**src/rtl/fsb_defs.svh**
```systemverilog
// Constants for the frame session buffering block.
`ifndef FSB_DEFS_SVH
`define FSB_DEFS_SVH

// Core clock rate and the microsecond timebase derived from it.
`define FSB_CLK_HZ        20000000
`define FSB_US_PER_S      1000000
`define FSB_CYC_PER_US    (`FSB_CLK_HZ / `FSB_US_PER_S)
`define FSB_US_DIV_LAST   5'((`FSB_CYC_PER_US) - 1)

// Timing defaults in microseconds: cyclic period 2.0 ms, minimum interval 2.5 ms.
`define FSB_PERIOD_US     16'd2000
`define FSB_MIN_GAP_US    16'd2500

// Sizes.
`define FSB_SLOTS         2
`define FSB_QDEPTH        3'd4
`define FSB_MAX_LEN       4'h8

// Register byte offsets.
`define FSB_REG_CTRL      8'h00
`define FSB_REG_TSTAMP    8'h04
`define FSB_REG_STAT      8'h08
`define FSB_REG_PUSH      8'h0c
`define FSB_SLOT_BASE     8'h10
`define FSB_SLOT_STRIDE   8'h10
`define FSB_SLOT_CFG      8'h00
`define FSB_SLOT_TIMING   8'h04
`define FSB_SLOT_LO       8'h08
`define FSB_SLOT_HI       8'h0c

// Field positions.
`define FSB_CTRL_AUTO     0
`define FSB_CTRL_START    1
`define FSB_CTRL_OPEN_LO  2
`define FSB_CFG_LATEST    0
`define FSB_CFG_CYCLIC    1
`define FSB_CFG_LEN_LO    4
`define FSB_CFG_ID_LO     8
`define FSB_PUSH_LEN_LO   4

`endif

```
**src/rtl/fsb_pkg.sv**
```systemverilog
// Types shared by the frame session buffering block.
`default_nettype none
package fsb_pkg;

  // Transmit sequencer: one frame on the wire at a time.
  typedef enum logic [1:0] {
    FSB_TX_IDLE  = 2'b00,
    FSB_TX_OFFER = 2'b01,
    FSB_TX_WAIT  = 2'b10
  } fsb_tx_st_t;

  // One received entry: channel, identifier, length, payload, timestamp.
  typedef struct packed {
    logic        chan;
    logic [10:0] id;
    logic [3:0]  len;
    logic [63:0] data;
    logic [31:0] tstamp;
  } fsb_entry_t;

  // Whole state of the block.
  typedef struct packed {
    fsb_tx_st_t             txs;
    logic                   tx_slot;
    logic [10:0]            tx_id;
    logic [3:0]             tx_len;
    logic [63:0]            tx_data;
    logic [4:0]             us_div;
    logic [31:0]            tstamp;
    logic                   auto_start;
    logic [1:0]             open_mask;
    logic [31:0]            rdata;
    logic [1:0]             latest;
    logic [1:0]             cyclic;
    logic [1:0][3:0]        cfg_len;
    logic [1:0][10:0]       cfg_id;
    logic [1:0][15:0]       period;
    logic [1:0][15:0]       gap;
    logic [1:0][31:0]       stage_lo;
    logic [1:0][31:0]       stage_hi;
    logic [1:0]             active;
    logic [1:0][3:0][63:0]  qd;
    logic [1:0][3:0][3:0]   ql;
    logic [1:0][1:0]        rdp;
    logic [1:0][2:0]        cnt;
    logic [1:0][63:0]       cur_data;
    logic [1:0][3:0]        cur_len;
    logic [1:0]             has_cur;
    logic [1:0]             fresh;
    logic [1:0]             due;
    logic [1:0][15:0]       ptimer;
    logic [1:0][15:0]       gtimer;
    logic [1:0]             flushed;
    fsb_entry_t [1:0]       ent;
    logic [1:0]             bcnt;
    logic [1:0]             served;
  } fsb_state_t;

endpackage
`default_nettype wire

```
**src/rtl/fsb_core.sv**
```systemverilog
// Frame session buffering: all-traffic receive streams and timed transmit slots.
`default_nettype none
`include "fsb_defs.svh"

module fsb_core (
  input  wire logic        core_clk,
  input  wire logic        resetn,
  input  wire logic        clk_en,
  input  wire logic [7:0]  reg_addr,
  input  wire logic [31:0] reg_wdata,
  input  wire logic        reg_wr,
  input  wire logic        reg_rd,
  output logic      [31:0] reg_rdata,
  input  wire logic        rx_valid,
  output logic             rx_ready,
  input  wire logic        rx_chan,
  input  wire logic [10:0] rx_id,
  input  wire logic [3:0]  rx_len,
  input  wire logic [63:0] rx_data,
  output logic      [1:0]  st_valid,
  input  wire logic [1:0]  st_ready,
  output logic             st_chan,
  output logic      [10:0] st_id,
  output logic      [3:0]  st_len,
  output logic      [63:0] st_data,
  output logic      [31:0] st_tstamp,
  output logic             tx_valid,
  input  wire logic        tx_ready,
  output logic      [10:0] tx_id,
  output logic      [3:0]  tx_len,
  output logic      [63:0] tx_data,
  input  wire logic        tx_ack
);

  //////////////////////////////////////////////////////////////////////////////
  // Reset state.

  // Builds the constant that the state takes under reset.
  function automatic fsb_pkg::fsb_state_t fsb_rst();
    fsb_pkg::fsb_state_t s;
    s            = '0;
    s.txs        = fsb_pkg::FSB_TX_IDLE;
    s.auto_start = 1'b1;
    for (int i = 0; i < `FSB_SLOTS; i++) begin
      s.cfg_len[i] = `FSB_MAX_LEN;
      s.period[i]  = `FSB_PERIOD_US;
      s.gap[i]     = `FSB_MIN_GAP_US;
    end
    return s;
  endfunction

  localparam fsb_pkg::fsb_state_t FSB_RST = fsb_rst();

  fsb_pkg::fsb_state_t state_reg;   // Registered state.
  fsb_pkg::fsb_state_t state_next;  // Next state.
  logic [1:0]          st_take;     // Stream handshakes this cycle.
  logic [1:0]          st_left;     // Open streams still owed the head.

  //////////////////////////////////////////////////////////////////////////////
  // Outputs.

  // Each open stream sees the head entry until it takes it.
  genvar k;
  generate
    for (k = 0; k < 2; k++) begin : g_stream
      assign st_valid[k] = (state_reg.bcnt != 2'd0) && state_reg.open_mask[k]
                           && !state_reg.served[k];
      assign st_take[k]  = st_valid[k] && st_ready[k];
      assign st_left[k]  = st_valid[k] && !st_ready[k];
    end
  endgenerate

  // The two-entry buffer refuses a third frame; the link must hold it.
  assign rx_ready  = (state_reg.bcnt != 2'd2);
  assign st_chan   = state_reg.ent[0].chan;
  assign st_id     = state_reg.ent[0].id;
  assign st_len    = state_reg.ent[0].len;
  assign st_data   = state_reg.ent[0].data;
  assign st_tstamp = state_reg.ent[0].tstamp;
  assign tx_valid  = (state_reg.txs == fsb_pkg::FSB_TX_OFFER);
  assign tx_id     = state_reg.tx_id;
  assign tx_len    = state_reg.tx_len;
  assign tx_data   = state_reg.tx_data;
  assign reg_rdata = state_reg.rdata;

  //////////////////////////////////////////////////////////////////////////////
  // Next-state logic.

  // All behaviour is computed here from the registered state.
  always_comb begin
    logic                tick;
    logic                psel;
    logic [3:0]          plen;
    logic [63:0]         pdat;
    logic [7:0]          sb;
    logic [1:0]          wp;
    logic [1:0]          hit;
    logic                found;
    logic [1:0]          elig;
    fsb_pkg::fsb_entry_t e;
    tick       = (state_reg.us_div == `FSB_US_DIV_LAST);
    psel       = reg_wdata[0];
    plen       = reg_wdata[`FSB_PUSH_LEN_LO +: 4];
    pdat       = '0;
    sb         = '0;
    wp         = '0;
    hit        = '0;
    found      = 1'b0;
    elig       = '0;
    e          = '0;
    state_next = state_reg;
    state_next.rdata = '0;

    // Microsecond timebase for stamps and timers.
    if (tick) begin
      state_next.us_div = '0;
      state_next.tstamp = state_reg.tstamp + 32'h1;
    end else begin
      state_next.us_div = state_reg.us_div + 5'h1;
    end

    // Global register writes.
    if (reg_wr && reg_addr == `FSB_REG_CTRL) begin
      state_next.auto_start = reg_wdata[`FSB_CTRL_AUTO];
      state_next.open_mask  = reg_wdata[`FSB_CTRL_OPEN_LO +: 2];
    end

    // Per-slot configuration, staging, timers.
    for (int s = 0; s < `FSB_SLOTS; s++) begin
      sb = `FSB_SLOT_BASE + 8'(s * `FSB_SLOT_STRIDE);
      if (reg_wr && reg_addr == sb + `FSB_SLOT_CFG) begin
        state_next.latest[s]  = reg_wdata[`FSB_CFG_LATEST];
        state_next.cyclic[s]  = reg_wdata[`FSB_CFG_CYCLIC];
        state_next.cfg_len[s] = reg_wdata[`FSB_CFG_LEN_LO +: 4];
        state_next.cfg_id[s]  = reg_wdata[`FSB_CFG_ID_LO +: 11];
      end
      if (reg_wr && reg_addr == sb + `FSB_SLOT_TIMING) begin
        state_next.period[s] = reg_wdata[15:0];
        state_next.gap[s]    = reg_wdata[31:16];
      end
      if (reg_wr && reg_addr == sb + `FSB_SLOT_LO) begin
        state_next.stage_lo[s] = reg_wdata;
      end
      if (reg_wr && reg_addr == sb + `FSB_SLOT_HI) begin
        state_next.stage_hi[s] = reg_wdata;
      end
      // A manual start arms every slot that already holds a value.
      if (reg_wr && reg_addr == `FSB_REG_CTRL && reg_wdata[`FSB_CTRL_START]
          && !state_reg.active[s] && (state_reg.has_cur[s] || state_reg.cnt[s] != 3'd0)) begin
        state_next.active[s] = 1'b1;
        state_next.due[s]    = 1'b1;
        state_next.ptimer[s] = state_reg.period[s];
      end
      // Timers advance once per microsecond while the slot runs.
      if (tick && state_reg.active[s]) begin
        if (state_reg.cyclic[s]) begin
          if (state_reg.ptimer[s] <= 16'h1) begin
            state_next.due[s]    = 1'b1;
            state_next.ptimer[s] = state_reg.period[s];
          end else begin
            state_next.ptimer[s] = state_reg.ptimer[s] - 16'h1;
          end
        end
        if (state_reg.gtimer[s] != 16'h0) begin
          state_next.gtimer[s] = state_reg.gtimer[s] - 16'h1;
        end
      end
      // Eligibility: cyclic on its boundary, event only with a fresh value
      // and the gap spent.
      if (state_reg.active[s]) begin
        if (state_reg.cyclic[s]) begin
          elig[s] = state_reg.due[s] && (state_reg.has_cur[s] || state_reg.cnt[s] != 3'd0);
        end else begin
          elig[s] = (state_reg.gtimer[s] == 16'h0) && (state_reg.latest[s] ?
                    state_reg.fresh[s] : state_reg.cnt[s] != 3'd0);
        end
      end
    end

    // Writing ones to the status word clears the matching sticky flush flags.
    if (reg_wr && reg_addr == `FSB_REG_STAT) begin
      state_next.flushed = state_reg.flushed & ~reg_wdata[1:0];
    end

    // Commit of a staged value; only payload and length are used.
    if (reg_wr && reg_addr == `FSB_REG_PUSH) begin
      pdat = {state_reg.stage_hi[psel], state_reg.stage_lo[psel]};
      hit[psel] = 1'b1;
      if (plen > state_reg.cfg_len[psel]) begin
        // Oversize: empty the slot so that nothing goes out.
        state_next.cnt[psel]     = 3'd0;
        state_next.rdp[psel]     = 2'd0;
        state_next.has_cur[psel] = 1'b0;
        state_next.fresh[psel]   = 1'b0;
        state_next.due[psel]     = 1'b0;
        state_next.flushed[psel] = 1'b1;
      end else begin
        if (state_reg.latest[psel]) begin
          // One buffer only: the newest write replaces the older.
          state_next.cur_data[psel] = pdat;
          state_next.cur_len[psel]  = plen;
          state_next.has_cur[psel]  = 1'b1;
          state_next.fresh[psel]    = 1'b1;
        end else if (state_reg.cnt[psel] != `FSB_QDEPTH) begin
          // A full queue refuses the push; status shows it full.
          wp = state_reg.rdp[psel] + state_reg.cnt[psel][1:0];
          state_next.qd[psel][wp] = pdat;
          state_next.ql[psel][wp] = plen;
          state_next.cnt[psel]    = state_reg.cnt[psel] + 3'd1;
        end
        if (state_reg.auto_start && !state_reg.active[psel]) begin
          state_next.active[psel] = 1'b1;
          state_next.due[psel]    = 1'b1;
          state_next.ptimer[psel] = state_reg.period[psel];
        end
      end
    end

    // Transmit sequencer.
    unique case (state_reg.txs)
      fsb_pkg::FSB_TX_IDLE: begin
        // Lowest slot wins, the others wait; a slot flushed now sends nothing.
        for (int s = 0; s < `FSB_SLOTS; s++) begin
          if (elig[s] && !found && !(hit[s] && plen > state_reg.cfg_len[s])) begin
            found = 1'b1;
            state_next.tx_slot = 1'(s);
            state_next.tx_id   = state_reg.cfg_id[s];
            state_next.due[s]  = 1'b0;
            state_next.txs     = fsb_pkg::FSB_TX_OFFER;
            if (!state_reg.latest[s] && state_reg.cnt[s] != 3'd0) begin
              // Pop the oldest value and keep it for repeats.
              state_next.tx_data     = state_reg.qd[s][state_reg.rdp[s]];
              state_next.tx_len      = state_reg.ql[s][state_reg.rdp[s]];
              state_next.cur_data[s] = state_reg.qd[s][state_reg.rdp[s]];
              state_next.cur_len[s]  = state_reg.ql[s][state_reg.rdp[s]];
              state_next.has_cur[s]  = 1'b1;
              state_next.rdp[s]      = state_reg.rdp[s] + 2'd1;
              state_next.cnt[s]      = state_next.cnt[s] - 3'd1;
            end else begin
              // Repeat of the last value, or the newest latest-value write.
              state_next.tx_data  = state_reg.cur_data[s];
              state_next.tx_len   = state_reg.cur_len[s];
              state_next.fresh[s] = hit[s];  // A push now stays pending.
            end
          end
        end
      end
      fsb_pkg::FSB_TX_OFFER: begin
        if (tx_ready) begin
          state_next.txs = fsb_pkg::FSB_TX_WAIT;
        end
      end
      fsb_pkg::FSB_TX_WAIT: begin
        // Gap timing starts at the acknowledge, not at the offer.
        if (tx_ack) begin
          state_next.txs = fsb_pkg::FSB_TX_IDLE;
          if (!state_reg.cyclic[state_reg.tx_slot]) begin
            state_next.gtimer[state_reg.tx_slot] = state_reg.gap[state_reg.tx_slot];
          end
        end
      end
      default: begin
        state_next.txs = fsb_pkg::FSB_TX_IDLE;
      end
    endcase

    // Receive buffer: the head leaves once every open stream has it.
    state_next.served = state_reg.served | st_take;
    if (state_reg.bcnt != 2'd0 && st_left == 2'b00) begin
      state_next.ent[0] = state_reg.ent[1];
      state_next.served = '0;
      state_next.bcnt   = state_reg.bcnt - 2'd1;
    end
    if (rx_valid && rx_ready) begin
      // Stamp at end of frame; channel kept so both copies stay apart.
      e.chan   = rx_chan;
      e.id     = rx_id;
      e.len    = rx_len;
      e.data   = rx_data;
      e.tstamp = state_reg.tstamp;
      state_next.ent[state_next.bcnt[0]] = e;
      state_next.bcnt = state_next.bcnt + 2'd1;
    end

    // Register reads answer in the following cycle only.
    if (reg_rd) begin
      unique case (reg_addr)
        `FSB_REG_CTRL:   state_next.rdata = {29'h0, state_reg.open_mask, state_reg.auto_start};
        `FSB_REG_TSTAMP: state_next.rdata = state_reg.tstamp;
        `FSB_REG_STAT:   state_next.rdata = {28'h0, state_reg.txs, state_reg.flushed};
        default: begin
          for (int s = 0; s < `FSB_SLOTS; s++) begin
            sb = `FSB_SLOT_BASE + 8'(s * `FSB_SLOT_STRIDE);
            if (reg_addr == sb + `FSB_SLOT_CFG) begin
              state_next.rdata = {13'h0, state_reg.cfg_id[s], state_reg.cfg_len[s],
                                  2'h0, state_reg.cyclic[s], state_reg.latest[s]};
            end else if (reg_addr == sb + `FSB_SLOT_TIMING) begin
              state_next.rdata = {state_reg.gap[s], state_reg.period[s]};
            end else if (reg_addr == sb + `FSB_SLOT_LO) begin
              state_next.rdata = {24'h0, state_reg.flushed[s], state_reg.has_cur[s],
                                  state_reg.active[s], 2'h0, state_reg.cnt[s]};
            end
          end
        end
      endcase
    end
  end

  //////////////////////////////////////////////////////////////////////////////
  // State register.

  // Synchronous reset; the enable freezes everything while low.
  always_ff @(posedge core_clk) begin
    if (!resetn) begin
      state_reg <= FSB_RST;
    end else if (clk_en) begin
      state_reg <= state_next;
    end
  end

endmodule
`default_nettype wire

```
**config.mk**
```make
export PLATFORM = sky130hd
export DESIGN_NAME = fsb_core
export DESIGN_NICKNAME = d
export VERILOG_FILES = /design/src/rtl/fsb_pkg.sv /design/src/rtl/fsb_core.sv
export VERILOG_INCLUDE_DIRS = /design/src /design/src/rtl
export SDC_FILE = /design/constraint.sdc
export NUM_CORES = 2
export LEC_CHECK = 0
export BUFFER_PORTS_ARGS = -buffer_cell sky130_fd_sc_hd__buf_2
export CORE_UTILIZATION = 66
export CTS_BUF_LIST = sky130_fd_sc_hd__clkbuf_4 sky130_fd_sc_hd__clkbuf_8 sky130_fd_sc_hd__clkbuf_16
export CTS_CLUSTER_DIAMETER = 60
export DETAILED_ROUTE_END_ITERATION = 7
export GPL_TIMING_DRIVEN = 0
export PLACE_DENSITY = 0.85
export SLEW_MARGIN = 20
export SYNTH_ARGS = -nofsm -noshare
export SYNTH_HDL_FRONTEND = slang
export SYNTH_SLANG_ARGS = --single-unit
export TNS_END_PERCENT = 1
```
**constraint.sdc**
```tcl
create_clock -name core_clk -period 11.5 [get_ports core_clk]
set_input_delay 1.725 -clock core_clk [delete_from_list [all_inputs] [get_ports core_clk]]
set_output_delay 1.725 -clock core_clk [all_outputs]
set_load 0.01 [all_outputs]
```
==> reports/qor.csv <==
metric,value,unit
"Hold Violations, Final",0,
area post-placement,0.0642,mm2
cells after synthesis,7304,
worst slew pin tran,1340,ps
Avg WL per Cell,25.8,um
Routed WL,234,mm
largest net degree at the start of global routing,17,
Rel. slew slack,10.3,%
fraction of registers with async set/reset,0,%
clock root buffer,clkbuf_16,
Hold Path Class,flop to flop,
htree depth,4,
CP peak stage delay,990,ps
startpoint class of the critical path,primary input,
ANT nets after route,0,
Largest register FFs,1149,
P_leak,0.0243,uW
worst setup path class,primary input to flop,
DP Cell Count,8834,
initial core utilization,66.5,%
"EDFF count, synth",0,
syn_nets,7463,
total clock buffers created by CTS,139,
minimum clock period,9880,ps
final worst slack,1620,ps
clock sink count,1372,
cell area after synthesis,0.0609,mm2
Buffers on Ports,341,
Max VDD drop,0.163,mV
Max Clock Freq,101,MHz
via/cell ratio,6.64,
"Area growth, synth to finish",13.2,%
PD cells,163,mW/mm2
DRT iter0 DRCs,8944,
Cell Rows,111,
Syn. warnings,0,
Core Region,0.0915,mm2
Post-DP HPWL,168,mm
post-CTS sizing,0,
"commonest non-fill, non-tap cells in the layout","1,624 x nand2_1, 1,372 x dfxtp_1, 848 x a21oi_1",
Worst path slowest cell,clkbuf_1,
pre-CTS setup slack,1480,ps
critical path peak fanout,10,
Final period util,86.0,%
Initial DRT Pass Iterations,8,
GP Congestion,1.06,
ys flop type,dfxtp_1,
"most common cell after layout, fill and taps aside",nand2_1,
Post-Layout Cell Count,9105,
GRT Util Overall,48.5,%
syn_area_per_cell,8.34,um2
CP arrival,10500,ps
fin nets,7949,
Clock Latency Late Sink,780,ps
layout cells sized above 1,14.8,%
Yosys reg bits,1372,
crit-path cells,clkbuf_1 -> clkbuf_1 -> clkbuf_1 -> clkbuf_1 -> clkbuf_1 -> clkbuf_1 -> mux2i_1 -> ha_1 -> a2111oi_2 -> nor3_1 -> or4_1 -> clkbuf_1 -> nor2_1 -> buf_2 -> buf_1 -> a211oi_1,
final instance area,0.0689,mm2
number of global-route vias before repair,57500,
hold buffers post-CTS,0,
WP data required,12120,ps
vias,60500,
total chip power,11300,uW
Die ar.,0.0935,mm2
global-route wire length before repair,343,mm
Setup-failing EPs final,0,
Worst Skew,33.0,ps
Pins Over Slew Limit,0,
CTS tree,done,
Chip Width,306,um
clk slew on worst S/H paths,60,ps
RSZ-0062 raised after global routing,false,
max-capacitance violation count,0,
Yosys cell types,87,
Die Height,306,um
TNS Setup,0,ps
antenna violations before repair,24,
CTS Buffer Depth,3,
drt drc,0,
most frequent CP cell,clkbuf_1,
run status,finished clean,
number of setup buffers added after CTS,0,
I/O pin cnt,357,
register area share after synthesis,45.1,%
crit end category,flop,
grt total ovfl,0,
[stage by stage]
stage | util, % | hold slack [ps]
finish | 75.3 | 450
global placement | 70.0 | 434
CTS | 75.2 | 450
global route | 75.3 | 464
detailed placement | 70.1 | 443
floorplan | - | 429
[cells by family after synthesis]
kind of cell             Yosys count  synth area share, %
AO/OA/AOI/OAI                   1857                 19.3
XOR/XNOR                          33                0.475
adder cells (fa/ha/maj)           29                0.596
buffers and inverters            908                 7.21
flip-flops                      1372                 45.1
multiplexers                     371                 9.04
AND/OR/NAND/NOR                 2734                 18.3
[final cells by class]
cell class,count,area (um2)
multi-input cells,5024,29100
flip-flops and latches,1372,27500
fillers,6683,22600
clock buffers,203,4240
plain buffers,860,4230
repair buffers,345,1760
well taps,1186,1480
clock inverters,37,422
inverters,48,180
diodes,30,75.1
[report_power, final]
group | leakage (uW) | internal [uW] | switching (uW) | total [uW]
combinational | 0.0109 | 567 | 949 | 1520
sequential | 0.0111 | 4950 | 111 | 5060
clock | 0.00234 | 2720 | 1970 | 4690
[synthesized netlist by cell type, types with 38 or more instances]
cell type / count / share of area [%]
a211oi_1: 288 / 3.6
a21oi_1: 848 / 7.0
a22oi_1: 102 / 1.3
a31oi_1: 38 / 0.39
buf_1: 62 / 0.38
buf_2: 50 / 0.41
buf_4: 229 / 2.8
clkbuf_1: 501 / 3.1
dfxtp_1: 1372 / 45
inv_1: 48 / 0.30
mux2_2: 74 / 1.4
mux2i_1: 161 / 2.6
mux4_2: 136 / 5.0
nand2_1: 1624 / 10
nand3_1: 78 / 0.64
nor2_1: 691 / 4.3
nor3_1: 165 / 1.4
o21ai_0: 120 / 0.99
o221ai_1: 49 / 0.70
o22ai_1: 192 / 2.0
o2bb2ai_1: 65 / 0.93
[worst paths after layout]
check                  from              to  slack, ps  depth (start not counted)
min reg2reg  state_reg[563]  state_reg[563]        450                          2
max            reg_wdata[0]  state_reg[971]       1620                         16
max reg2reg  state_reg[442]  state_reg[654]       6530                         12
min          state_reg[563]  state_reg[563]        450                          2
[critical path, delay by kind of cell]
| kind | cells | cell delay (ps) |
|---|---|---|
| AOI/OAI and AO/OA | 2 | 730 |
| and+or+nand+nor | 3 | 1570 |
| adders and majority gates | 1 | 290 |
| buffers and inverters | 9 | 5860 |
| muxes | 1 | 280 |
[layer usage]
| metal | up-vias | routed length [um] | GRT usage [%] |
|---|---|---|---|
| met5 | - | 80 | 0 |
| met4 | 12 | 22600 | 41.1 |
| met3 | 1260 | 30000 | 15.2 |
| met2 | 4533 | 101000 | 73.1 |
| met1 | 28300 | 81200 | 56.4 |
| li1 | 26400 | - | - |
Power figures use the tool's default switching activity.
